--- src/hdl/ldo_regs_pkg.sv ---
// Shared constants and types for the regulator one control block
package ldo_regs_pkg;
    // Register indices; the byte address is four times the index
    localparam logic [15:0] CTRL_IDX = 16'h4068;
    localparam logic [15:0] ON_IDX = 16'h4069;
    localparam logic [15:0] SLEEP_IDX = 16'h406a;
    localparam logic [17:0] CTRL_ADDR = {CTRL_IDX, 2'b00};
    localparam logic [17:0] ON_ADDR = {ON_IDX, 2'b00};
    localparam logic [17:0] SLEEP_ADDR = {SLEEP_IDX, 2'b00};

    // Control register fields
    localparam int ERR_ACT_LSB = 14;
    localparam int HWC_SRC_LSB = 11;
    localparam int HWC_VPICK_BIT = 10;
    localparam int HWC_MODE_LSB = 8;
    localparam int FLOAT_BIT = 7;
    localparam int LP_VARIANT_BIT = 0;
    // ON and SLEEP config fields
    localparam int SLOT_LSB = 13;
    localparam int OP_MODE_BIT = 8;
    localparam int VCODE_LSB = 0;

    // Reset values and writable bits
    localparam logic [15:0] CTRL_RESET = 16'h0200;
    localparam logic [15:0] ON_RESET = 16'h0000;
    localparam logic [15:0] SLEEP_RESET = 16'h0000;
    localparam logic [15:0] CTRL_MASK = 16'hdf81;
    localparam logic [15:0] CONFIG_MASK = 16'he11f;

    // Field encodings
    localparam logic [1:0] ACT_SHUTDOWN = 2'h1;
    localparam logic [1:0] ACT_RESET = 2'h2;
    localparam logic [1:0] SRC_INPUT1 = 2'h1;
    localparam logic [1:0] SRC_INPUT2 = 2'h2;
    localparam logic [1:0] SRC_EITHER = 2'h3;
    localparam logic [1:0] HWMODE_OFF = 2'h1;
    localparam logic [1:0] HWMODE_FOLLOW_ON = 2'h3;
    localparam logic [2:0] SLOT_NEVER = 3'h0;
    localparam logic [2:0] SLOT_LAST = 3'h5;
    localparam logic [2:0] SLOT_HW_EN1 = 3'h6;
    localparam logic [2:0] SLOT_HW_EN2 = 3'h7;

    // Voltage code mapping in millivolts
    localparam logic [11:0] V_BASE_MV = 12'h384;
    localparam logic [11:0] V_FINE_STEP_MV = 12'h032;
    localparam logic [11:0] V_COARSE_BASE_MV = 12'h6a4;
    localparam logic [11:0] V_COARSE_STEP_MV = 12'h064;
    localparam logic [4:0] V_FINE_LAST = 5'h0e;
    localparam logic [4:0] V_COARSE_FIRST = 5'h0f;

    typedef enum logic [1:0] {PH_OFF, PH_ON, PH_SLEEP} phase_t;
endpackage

--- src/hdl/ldo_regulator_control_regs.sv ---
// Regulator one control registers, sequencing and regulator decode
//
// Notes on behaviour
// - Undervoltage: ignore, shut regulator, or reset device
// - Every undervoltage event raises the interrupt
// - Source field picks hardware control input(s)
// - Under hardware control, pick bit selects voltage
// - Hardware mode: low power, off, or ON mode
// - Disabled output discharged unless float bit set
// - Low-power variant bit: 50mA or 20mA
// - ON slot 0 never, 1-5 timeslot enable
// - ON slot 6/7 follow hardware enables
// - ON mode bit: normal or low power
// - Voltage code: 50mV then 100mV steps
// - Sleep codes 0,6,7 sleep in slots 5,3,1
// - Sleep codes 1-5 disable in slots 5..1
// - Hardware-enabled: codes 1-5 pick sleep slot
// - SLEEP mode bit: normal or low power
// - ON slot and voltage loadable from OTP
// - SLEEP voltage uses the same mapping
`timescale 1ns/1ns
module ldo_regulator_control_regs (
    // Clock and reset
    input wire logic sys_clk,
    input wire logic rst_n,
    // Avalon-MM slave
    input wire logic [17:0] avs_address,
    input wire logic avs_read,
    input wire logic avs_write,
    input wire logic [31:0] avs_writedata,
    input wire logic [3:0] avs_byteenable,
    output logic [31:0] avs_readdata,
    output logic avs_waitrequest,
    // Power sequencer
    input wire logic seqSlotStrobe,
    input wire logic [2:0] seqSlot,
    input wire logic seqGoingUp,
    input wire logic hwEnable1,
    input wire logic hwEnable2,
    input wire logic hwControl1,
    input wire logic hwControl2,
    // Configuration memory load
    input wire logic otpLoad,
    input wire logic [2:0] otpOnTimeslot,
    input wire logic [4:0] otpOnVoltageCode,
    // Regulator monitor
    input wire logic uvEvent,
    // Regulator drive
    output logic regEnable,
    output logic regLowPower,
    output logic regLowPowerVariant,
    output logic regDischarge,
    output logic [4:0] regVoltageCode,
    output logic [11:0] regMilliVolts,
    output logic [1:0] regPhase,
    // Events
    output logic uvIrq,
    output logic deviceResetReq
);
    typedef struct packed {
        logic [15:0] ctrl;
        logic [15:0] onCfg;
        logic [15:0] sleepCfg;
        ldo_regs_pkg::phase_t phase;
        logic waitReq;
        logic [31:0] readData;
        logic enable;
        logic lowPower;
        logic lpVariant;
        logic discharge;
        logic [4:0] vCode;
        logic [11:0] milliVolts;
        logic uvIrq;
        logic devReset;
    } state_t;

    state_t q;
    state_t d;

    // Byte-lane merge of a write into a 16-bit register
    function automatic logic [15:0] mergeWrite(input logic [15:0] old, input logic [31:0] wdata,
                                               input logic [3:0] be, input logic [15:0] mask);
        logic [15:0] merged;
        merged = old;
        if (be[0]) begin
            merged[7:0] = wdata[7:0];
        end
        if (be[1]) begin
            merged[15:8] = wdata[15:8];
        end
        return merged & mask;
    endfunction

    // Field views of the registers
    logic [1:0] errAction;
    logic [1:0] hwcSource;
    logic hwcVoltagePick;
    logic [1:0] hwcOpMode;
    logic floatSelect;
    logic [2:0] onTimeslot;
    logic onOpMode;
    logic [4:0] onVoltageCode;
    logic [2:0] sleepTimeslot;
    logic sleepOpMode;
    logic [4:0] sleepVoltageCode;

    assign errAction = q.ctrl[ldo_regs_pkg::ERR_ACT_LSB +: 2];
    assign hwcSource = q.ctrl[ldo_regs_pkg::HWC_SRC_LSB +: 2];
    assign hwcVoltagePick = q.ctrl[ldo_regs_pkg::HWC_VPICK_BIT];
    assign hwcOpMode = q.ctrl[ldo_regs_pkg::HWC_MODE_LSB +: 2];
    assign floatSelect = q.ctrl[ldo_regs_pkg::FLOAT_BIT];
    assign onTimeslot = q.onCfg[ldo_regs_pkg::SLOT_LSB +: 3];
    assign onOpMode = q.onCfg[ldo_regs_pkg::OP_MODE_BIT];
    assign onVoltageCode = q.onCfg[ldo_regs_pkg::VCODE_LSB +: 5];
    assign sleepTimeslot = q.sleepCfg[ldo_regs_pkg::SLOT_LSB +: 3];
    assign sleepOpMode = q.sleepCfg[ldo_regs_pkg::OP_MODE_BIT];
    assign sleepVoltageCode = q.sleepCfg[ldo_regs_pkg::VCODE_LSB +: 5];

    // Sleep slot decode
    logic [2:0] sleepTargetSlot;
    logic sleepDisables;

    sleep_slot_map sleepMap (
        .sleepCode(sleepTimeslot),
        .targetSlot(sleepTargetSlot),
        .disables(sleepDisables)
    );

    // Hardware enable assignment
    logic hwEnMode;
    logic hwEnPin;
    logic hwcActive;

    assign hwEnMode = (onTimeslot == ldo_regs_pkg::SLOT_HW_EN1) || (onTimeslot == ldo_regs_pkg::SLOT_HW_EN2);
    assign hwEnPin = (onTimeslot == ldo_regs_pkg::SLOT_HW_EN1) ? hwEnable1 : hwEnable2;

    always_comb begin
        case (hwcSource)
            ldo_regs_pkg::SRC_INPUT1: hwcActive = hwControl1;
            ldo_regs_pkg::SRC_INPUT2: hwcActive = hwControl2;
            ldo_regs_pkg::SRC_EITHER: hwcActive = hwControl1 | hwControl2;
            default: hwcActive = 1'b0;
        endcase
    end

    // Regulator decode from the current state
    logic nextEnable;
    logic nextLowPower;
    logic [4:0] nextVCode;
    logic [11:0] nextMilliVolts;

    always_comb begin
        nextEnable = (q.phase != ldo_regs_pkg::PH_OFF);
        nextLowPower = 1'b0;
        nextVCode = onVoltageCode;
        if (q.phase == ldo_regs_pkg::PH_ON) begin
            nextLowPower = onOpMode;
        end else if (q.phase == ldo_regs_pkg::PH_SLEEP) begin
            nextLowPower = sleepOpMode;
            nextVCode = sleepVoltageCode;
        end
        if (hwcActive && nextEnable) begin
            nextVCode = hwcVoltagePick ? sleepVoltageCode : onVoltageCode;
            case (hwcOpMode)
                ldo_regs_pkg::HWMODE_OFF: nextEnable = 1'b0;
                ldo_regs_pkg::HWMODE_FOLLOW_ON: nextLowPower = onOpMode;
                default: nextLowPower = 1'b1;
            endcase
        end
        if (!nextEnable) begin
            nextLowPower = 1'b0;
        end
    end

    voltage_code_map voltMap (
        .code(nextVCode),
        .milliVolts(nextMilliVolts)
    );

    // Next state
    logic busReq;
    logic [15:0] hitData;
    logic hit;

    assign busReq = avs_read | avs_write;

    always_comb begin
        hit = 1'b1;
        case (avs_address)
            ldo_regs_pkg::CTRL_ADDR: hitData = q.ctrl;
            ldo_regs_pkg::ON_ADDR: hitData = q.onCfg;
            ldo_regs_pkg::SLEEP_ADDR: hitData = q.sleepCfg;
            default: begin
                hitData = 16'h0000;
                hit = 1'b0;
            end
        endcase
    end

    always_comb begin
        d = q;
        d.uvIrq = 1'b0;
        d.devReset = 1'b0;
        // Bus: one wait cycle, then a single answer cycle
        d.waitReq = 1'b1;
        if (busReq && q.waitReq) begin
            d.waitReq = 1'b0;
            d.readData = {16'h0000, hitData};
        end
        if (avs_write && !q.waitReq && hit) begin
            case (avs_address)
                ldo_regs_pkg::CTRL_ADDR: d.ctrl = mergeWrite(q.ctrl, avs_writedata, avs_byteenable,
                    ldo_regs_pkg::CTRL_MASK);
                ldo_regs_pkg::ON_ADDR: d.onCfg = mergeWrite(q.onCfg, avs_writedata, avs_byteenable,
                    ldo_regs_pkg::CONFIG_MASK);
                default: d.sleepCfg = mergeWrite(q.sleepCfg, avs_writedata, avs_byteenable,
                    ldo_regs_pkg::CONFIG_MASK);
            endcase
        end
        // Configuration load overrides the ON slot and voltage fields of a same-cycle bus write
        if (otpLoad) begin
            d.onCfg[ldo_regs_pkg::SLOT_LSB +: 3] = otpOnTimeslot;
            d.onCfg[ldo_regs_pkg::VCODE_LSB +: 5] = otpOnVoltageCode;
        end
        // Sequencing
        if (hwEnMode) begin
            if (hwEnPin) begin
                d.phase = ldo_regs_pkg::PH_ON;
            end else if (q.phase == ldo_regs_pkg::PH_ON && seqSlotStrobe && seqSlot == sleepTargetSlot) begin
                d.phase = ldo_regs_pkg::PH_SLEEP;
            end
        end else if (seqSlotStrobe) begin
            if (seqGoingUp) begin
                if (onTimeslot != ldo_regs_pkg::SLOT_NEVER && seqSlot == onTimeslot) begin
                    d.phase = ldo_regs_pkg::PH_ON;
                end
            end else if (q.phase == ldo_regs_pkg::PH_ON && seqSlot == sleepTargetSlot) begin
                d.phase = sleepDisables ? ldo_regs_pkg::PH_OFF : ldo_regs_pkg::PH_SLEEP;
            end
        end
        // Undervoltage handling
        if (uvEvent) begin
            d.uvIrq = 1'b1;
            case (errAction)
                ldo_regs_pkg::ACT_SHUTDOWN: d.phase = ldo_regs_pkg::PH_OFF;
                ldo_regs_pkg::ACT_RESET: d.devReset = 1'b1;
                default: d.devReset = 1'b0;
            endcase
        end
        // Registered regulator drive
        d.enable = nextEnable;
        d.lowPower = nextLowPower;
        d.lpVariant = q.ctrl[ldo_regs_pkg::LP_VARIANT_BIT];
        d.discharge = !nextEnable && !floatSelect;
        d.vCode = nextVCode;
        d.milliVolts = nextMilliVolts;
    end

    always_ff @(posedge sys_clk or negedge rst_n) begin
        if (!rst_n) begin
            q <= '{ctrl: ldo_regs_pkg::CTRL_RESET, onCfg: ldo_regs_pkg::ON_RESET,
                   sleepCfg: ldo_regs_pkg::SLEEP_RESET, phase: ldo_regs_pkg::PH_OFF,
                   waitReq: 1'b1, readData: 32'h0000_0000, enable: 1'b0, lowPower: 1'b0,
                   lpVariant: 1'b0, discharge: 1'b1, vCode: 5'h00, milliVolts: ldo_regs_pkg::V_BASE_MV,
                   uvIrq: 1'b0, devReset: 1'b0};
        end else begin
            q <= d;
        end
    end

    assign avs_readdata = q.readData;
    assign avs_waitrequest = q.waitReq;
    assign regEnable = q.enable;
    assign regLowPower = q.lowPower;
    assign regLowPowerVariant = q.lpVariant;
    assign regDischarge = q.discharge;
    assign regVoltageCode = q.vCode;
    assign regMilliVolts = q.milliVolts;
    assign regPhase = q.phase;
    assign uvIrq = q.uvIrq;
    assign deviceResetReq = q.devReset;
endmodule

--- src/hdl/voltage_code_map.sv ---
// Five-bit regulator voltage code to millivolts
`timescale 1ns/1ns
module voltage_code_map (
    // Code in, level out
    input wire logic [4:0] code,
    output logic [11:0] milliVolts
);
    always_comb begin
        if (code <= ldo_regs_pkg::V_FINE_LAST) begin
            milliVolts = 12'(ldo_regs_pkg::V_BASE_MV + ldo_regs_pkg::V_FINE_STEP_MV * {7'h00, code});
        end else begin
            milliVolts = 12'(ldo_regs_pkg::V_COARSE_BASE_MV + ldo_regs_pkg::V_COARSE_STEP_MV
                * {7'h00, 5'(code - ldo_regs_pkg::V_COARSE_FIRST)});
        end
    end
endmodule

--- src/hdl/sleep_slot_map.sv ---
// Sleep slot code to target timeslot and disable flag
`timescale 1ns/1ns
module sleep_slot_map (
    // Code in
    input wire logic [2:0] sleepCode,
    // Decoded slot and action
    output logic [2:0] targetSlot,
    output logic disables
);
    always_comb begin
        disables = 1'b0;
        case (sleepCode)
            3'h0: targetSlot = 3'h5;
            3'h1: begin
                targetSlot = 3'h5;
                disables = 1'b1;
            end
            3'h2: begin
                targetSlot = 3'h4;
                disables = 1'b1;
            end
            3'h3: begin
                targetSlot = 3'h3;
                disables = 1'b1;
            end
            3'h4: begin
                targetSlot = 3'h2;
                disables = 1'b1;
            end
            3'h5: begin
                targetSlot = 3'h1;
                disables = 1'b1;
            end
            3'h6: targetSlot = 3'h3;
            3'h7: targetSlot = 3'h1;
            default: targetSlot = 3'h5;
        endcase
    end
endmodule

--- config.mk ---
export PLATFORM = sky130hd
export DESIGN_NAME = ldo_regulator_control_regs
export DESIGN_NICKNAME = d
export VERILOG_FILES = /design/src/hdl/ldo_regs_pkg.sv /design/src/hdl/ldo_regulator_control_regs.sv /design/src/hdl/voltage_code_map.sv /design/src/hdl/sleep_slot_map.sv
export SDC_FILE = /design/constraint.sdc
export NUM_CORES = 1
export LEC_CHECK = 0
export BUFFER_PORTS_ARGS = -buffer_cell sky130_fd_sc_hd__buf_2
export CAP_MARGIN = 30
export CORE_ASPECT_RATIO = 1.4
export CORE_MARGIN = 3
export CORE_UTILIZATION = 48
export DETAILED_ROUTE_END_ITERATION = 8
export GPL_TIMING_DRIVEN = 0
export PLACE_DENSITY = 0.84
export SYNTH_ARGS = -nofsm -noshare
export SYNTH_HDL_FRONTEND = slang
export SYNTH_HIERARCHICAL = 1
export SYNTH_SLANG_ARGS = --single-unit
--- constraint.sdc ---
create_clock -name sys_clk -period 4.85 [get_ports sys_clk]
set_input_delay 0.97 -clock sys_clk [delete_from_list [all_inputs] [get_ports sys_clk]]
set_output_delay 0.97 -clock sys_clk [all_outputs]
set_load 0.01 [all_outputs]
==> summary.txt <==
outcome: completed
Worst Slack Setup Final: 0.188 ns
Post-Route Skew: 0.00375 ns
maximum clock rate: 215 MHz
Initial DRC Count: 173
CTS tree: done
die area: 10900 um2
Die H: 122 um
GP Congestion: 0.858
Pleak: 2.84 nW
Skew-Pair Late Insertion Delay: 0.33 ns
Post-Route WL: 10700 um
Max VDD drop: 0.000231 V
ANT nets after route: 0
CTS Buf Count: 9
share of cells above drive strength 1: 39.2%
clk root buf: clkbuf_16
ys flop type: dfrtp_1
largest net degree at the start of global routing: 41
Pre-antenna DRT Iters: 4
register area share after synthesis: 36.4%
minimum clock period after layout: 4.66 ns
slew margin rel.: 58.6%
IO Port Bufs: 94
synth unique cells: 68
CTS max path bufs: 2
CORE AREA: 9180 um2
top-area cell type share of the netlist area: 32.5%
Setup Crit Path Kind: in2reg
Switching Power: 985 uW
critical-path cell list: buf_2 > a22oi_2 > nor2_2 > a211oi_4 > buf_12 > mux2_4 > ha_2 > and3b_2 > nor2_4 > ha_1 > ha_1 > ha_1 > fa_2 > a21o_1 > a21oi_1 > xnor3_1 > nor3_2 > xnor2_1 > a21oi_1
flops & latches, synth: 67
CP max stage delay: 0.36 ns
Initial Util: 50.4%
Slew Limit Fails: 0
Worst Path Arrival: 4.86 ns
Seq pwr share: 24.8%
synthesized area: 4620 um2
largest fanout on the critical path: 7
Placement Setup Slack: -0.526 ns
clk sink count: 67
Overflow after GRT: 0
number of flops mapped to enable cells by yosys: 0
antenna violations before repair: 0
Pwr Density: 464 nW/um2
Fin. Hold Viols: 0
largest area contributor in the netlist: dfrtp_1
DIE WIDTH: 89.0 um
Async S/R FF share, synth: 100%
area delta synth->final: 24.6%
dpl hpwl: 8240 um
Setup Viol. Count Final: 0
wire per inst: 15.3 um
first-pass GRT wire length: 17000 um
# IOs: 135
element type at the critical path end: flop
syn avg cell area: 10.0 um2
CP required: 5.05 ns
ranking of synthesized cells by area: dfrtp_1, buf_4, ha_1
combinational share of power: 51.0%
Least-Margin Pin Slew: 0.620 ns
Critical Path Most Common Cell: ha_1
RSZ-0062 raised after global routing: no
clock power share: 24.2%
diode count: 0
Total Routing Usage GR: 20.1%
most frequent cells in the layout: buf_2, dfrtp_1, buf_4
Clock H-tree levels: 3
Net Sw Frac: 36.9%
Hold WC Path Type: reg2reg
number of global-route vias before repair: 3705
clock-pin slew on the worst setup and hold paths: 0.06 ns
CP Launch Type: primary input
max-cap violations: 0
nets: 698
Synth Instances: 462
CP max-delay cell: fa_2
row count: 41
commonest non-fill, non-tap cell in the layout: buf_2
final hold slack: 0.404 ns
Int Pwr: 1.69 mW
vias per cell: 5.38
DRC viols: 0
Final period util: 96.1%
synth warn: 6
CTS Hold Bufs: 0
Vias: 3773
[registers in the layout, indices dropped and copies added, names as in the netlist, 2 cells and up]
name,cells
regPhase,2
regMilliVolts,12
onTimeslot,3
hwcOpMode,2
hwcSource,2
errAction,2
avs_readdata,14
q,9
regVoltageCode,5
onVoltageCode,5
[path summary, 6_finish.rpt]
check | slack [ns] | depth (start not counted) | from | end
max in group asynchronous | 3.50 | 2 | rst_n | regMilliVolts[2]
min | 0.40 | 0 | d[20] | regLowPowerVariant
max | 0.19 | 19 | hwControl1 | regMilliVolts[11]
min reg2reg | 0.40 | 0 | d[20] | regLowPowerVariant
min in group asynchronous | 0.66 | 1 | rst_n | regLowPower
max reg2reg | 0.50 | 18 | hwcSource[0] | regMilliVolts[11]
[final cells by class]
cell class                 instances  area, um2
sequential                        67       1690
multi-input combinational        328       2580
timing repair buffer              99        533
fill                             752       3420
tap                              107        134
inverter                          15       58.8
clock buffer                      11        243
buffer                            69        469
clock inverter                     5       52.6
[layer usage]
| metal | routed length [um] | up-vias | global-route usage (%) |
|---|---|---|---|
| met4 | 239 | 0 | 7.36 |
| met1 | 4370 | 1797 | 24.3 |
| met5 | 0 | - | 0 |
| met3 | 456 | 21 | 3.04 |
| met2 | 5650 | 120 | 35.5 |
| li1 | - | 1835 | - |
[synthesized netlist by cell type (all sizes together) (5+ instances only)]
| cell | n |
|---|---|
| nor2b | 5 |
| ha | 30 |
| mux2 | 25 |
| a21oi | 18 |
| buf | 57 |
| dfrtp | 60 |
| nand2 | 35 |
| xnor2 | 20 |
| o31ai | 18 |
| a31oi | 7 |
| o21ai | 16 |
| inv | 15 |
| nand4 | 10 |
| clkbuf | 12 |
| dfstp | 7 |
| and3b | 6 |
| nor3 | 7 |
| nor2 | 28 |
| mux2i | 7 |
| xor2 | 8 |
| a22oi | 6 |
| o21a | 5 |
[metrics by stage]
step / std cells / utilization [%] / power [mW] / instance area [um2] / TNS [ns]
2_1_floorplan: 479 / - / 1.66 / 4750 / 0
3_3_place_gp: 680 / 58.3 / 1.90 / 5360 / -1.20
3_5_place_dp: 681 / 58.6 / 1.95 / 5380 / -1.52
4_1_cts: 699 / 62.1 / 2.61 / 5700 / 0
5_1_grt: 701 / 62.7 / 2.85 / 5760 / 0
6_report: 701 / 62.7 / 2.67 / 5760 / 0
[logic make-up after synthesis]
logic type	after synthesis	share of synthesized area [%]
and+or+nand+nor	121	15.2
adders and majority gates	32	8.98
DFF	67	36.4
AOI/OAI and AO/OA	95	13.9
buffers and inverters	84	11.3
xor gates and xnor gates	29	5.79
muxes	32	8.17
other	2	0.162
[power groups by stage]
stage	Sequential, mW	Clock (mW)	Combinational, mW
6_report	0.662	0.647	1.36
5_1_grt	0.668	0.679	1.50
4_1_cts	0.663	0.655	1.30
3_5_place_dp	0.672	0	1.28
3_3_place_gp	0.671	0	1.23
2_1_floorplan	0.667	0	0.997
[worst max-delay path, delay by kind of cell]
kind,cells,cell delay [ns]
adders and majority gates,5,1.34
AOI/OAI and AO/OA,5,0.85
and+or+nand+nor,4,0.63
xor gates and xnor gates,2,0.43
muxes,1,0.35
buffers and inverters,2,0.27
[repair_timing]
item                                    in CTS  in global routing
endpoints found under the setup margin       3                  3
pin swaps                                    2                  2
cloned                                       0                  0
buffers inserted                             2                  2
gates resized for setup                      0                 10
No activity file was read; power rests on OpenSTA's default activity.
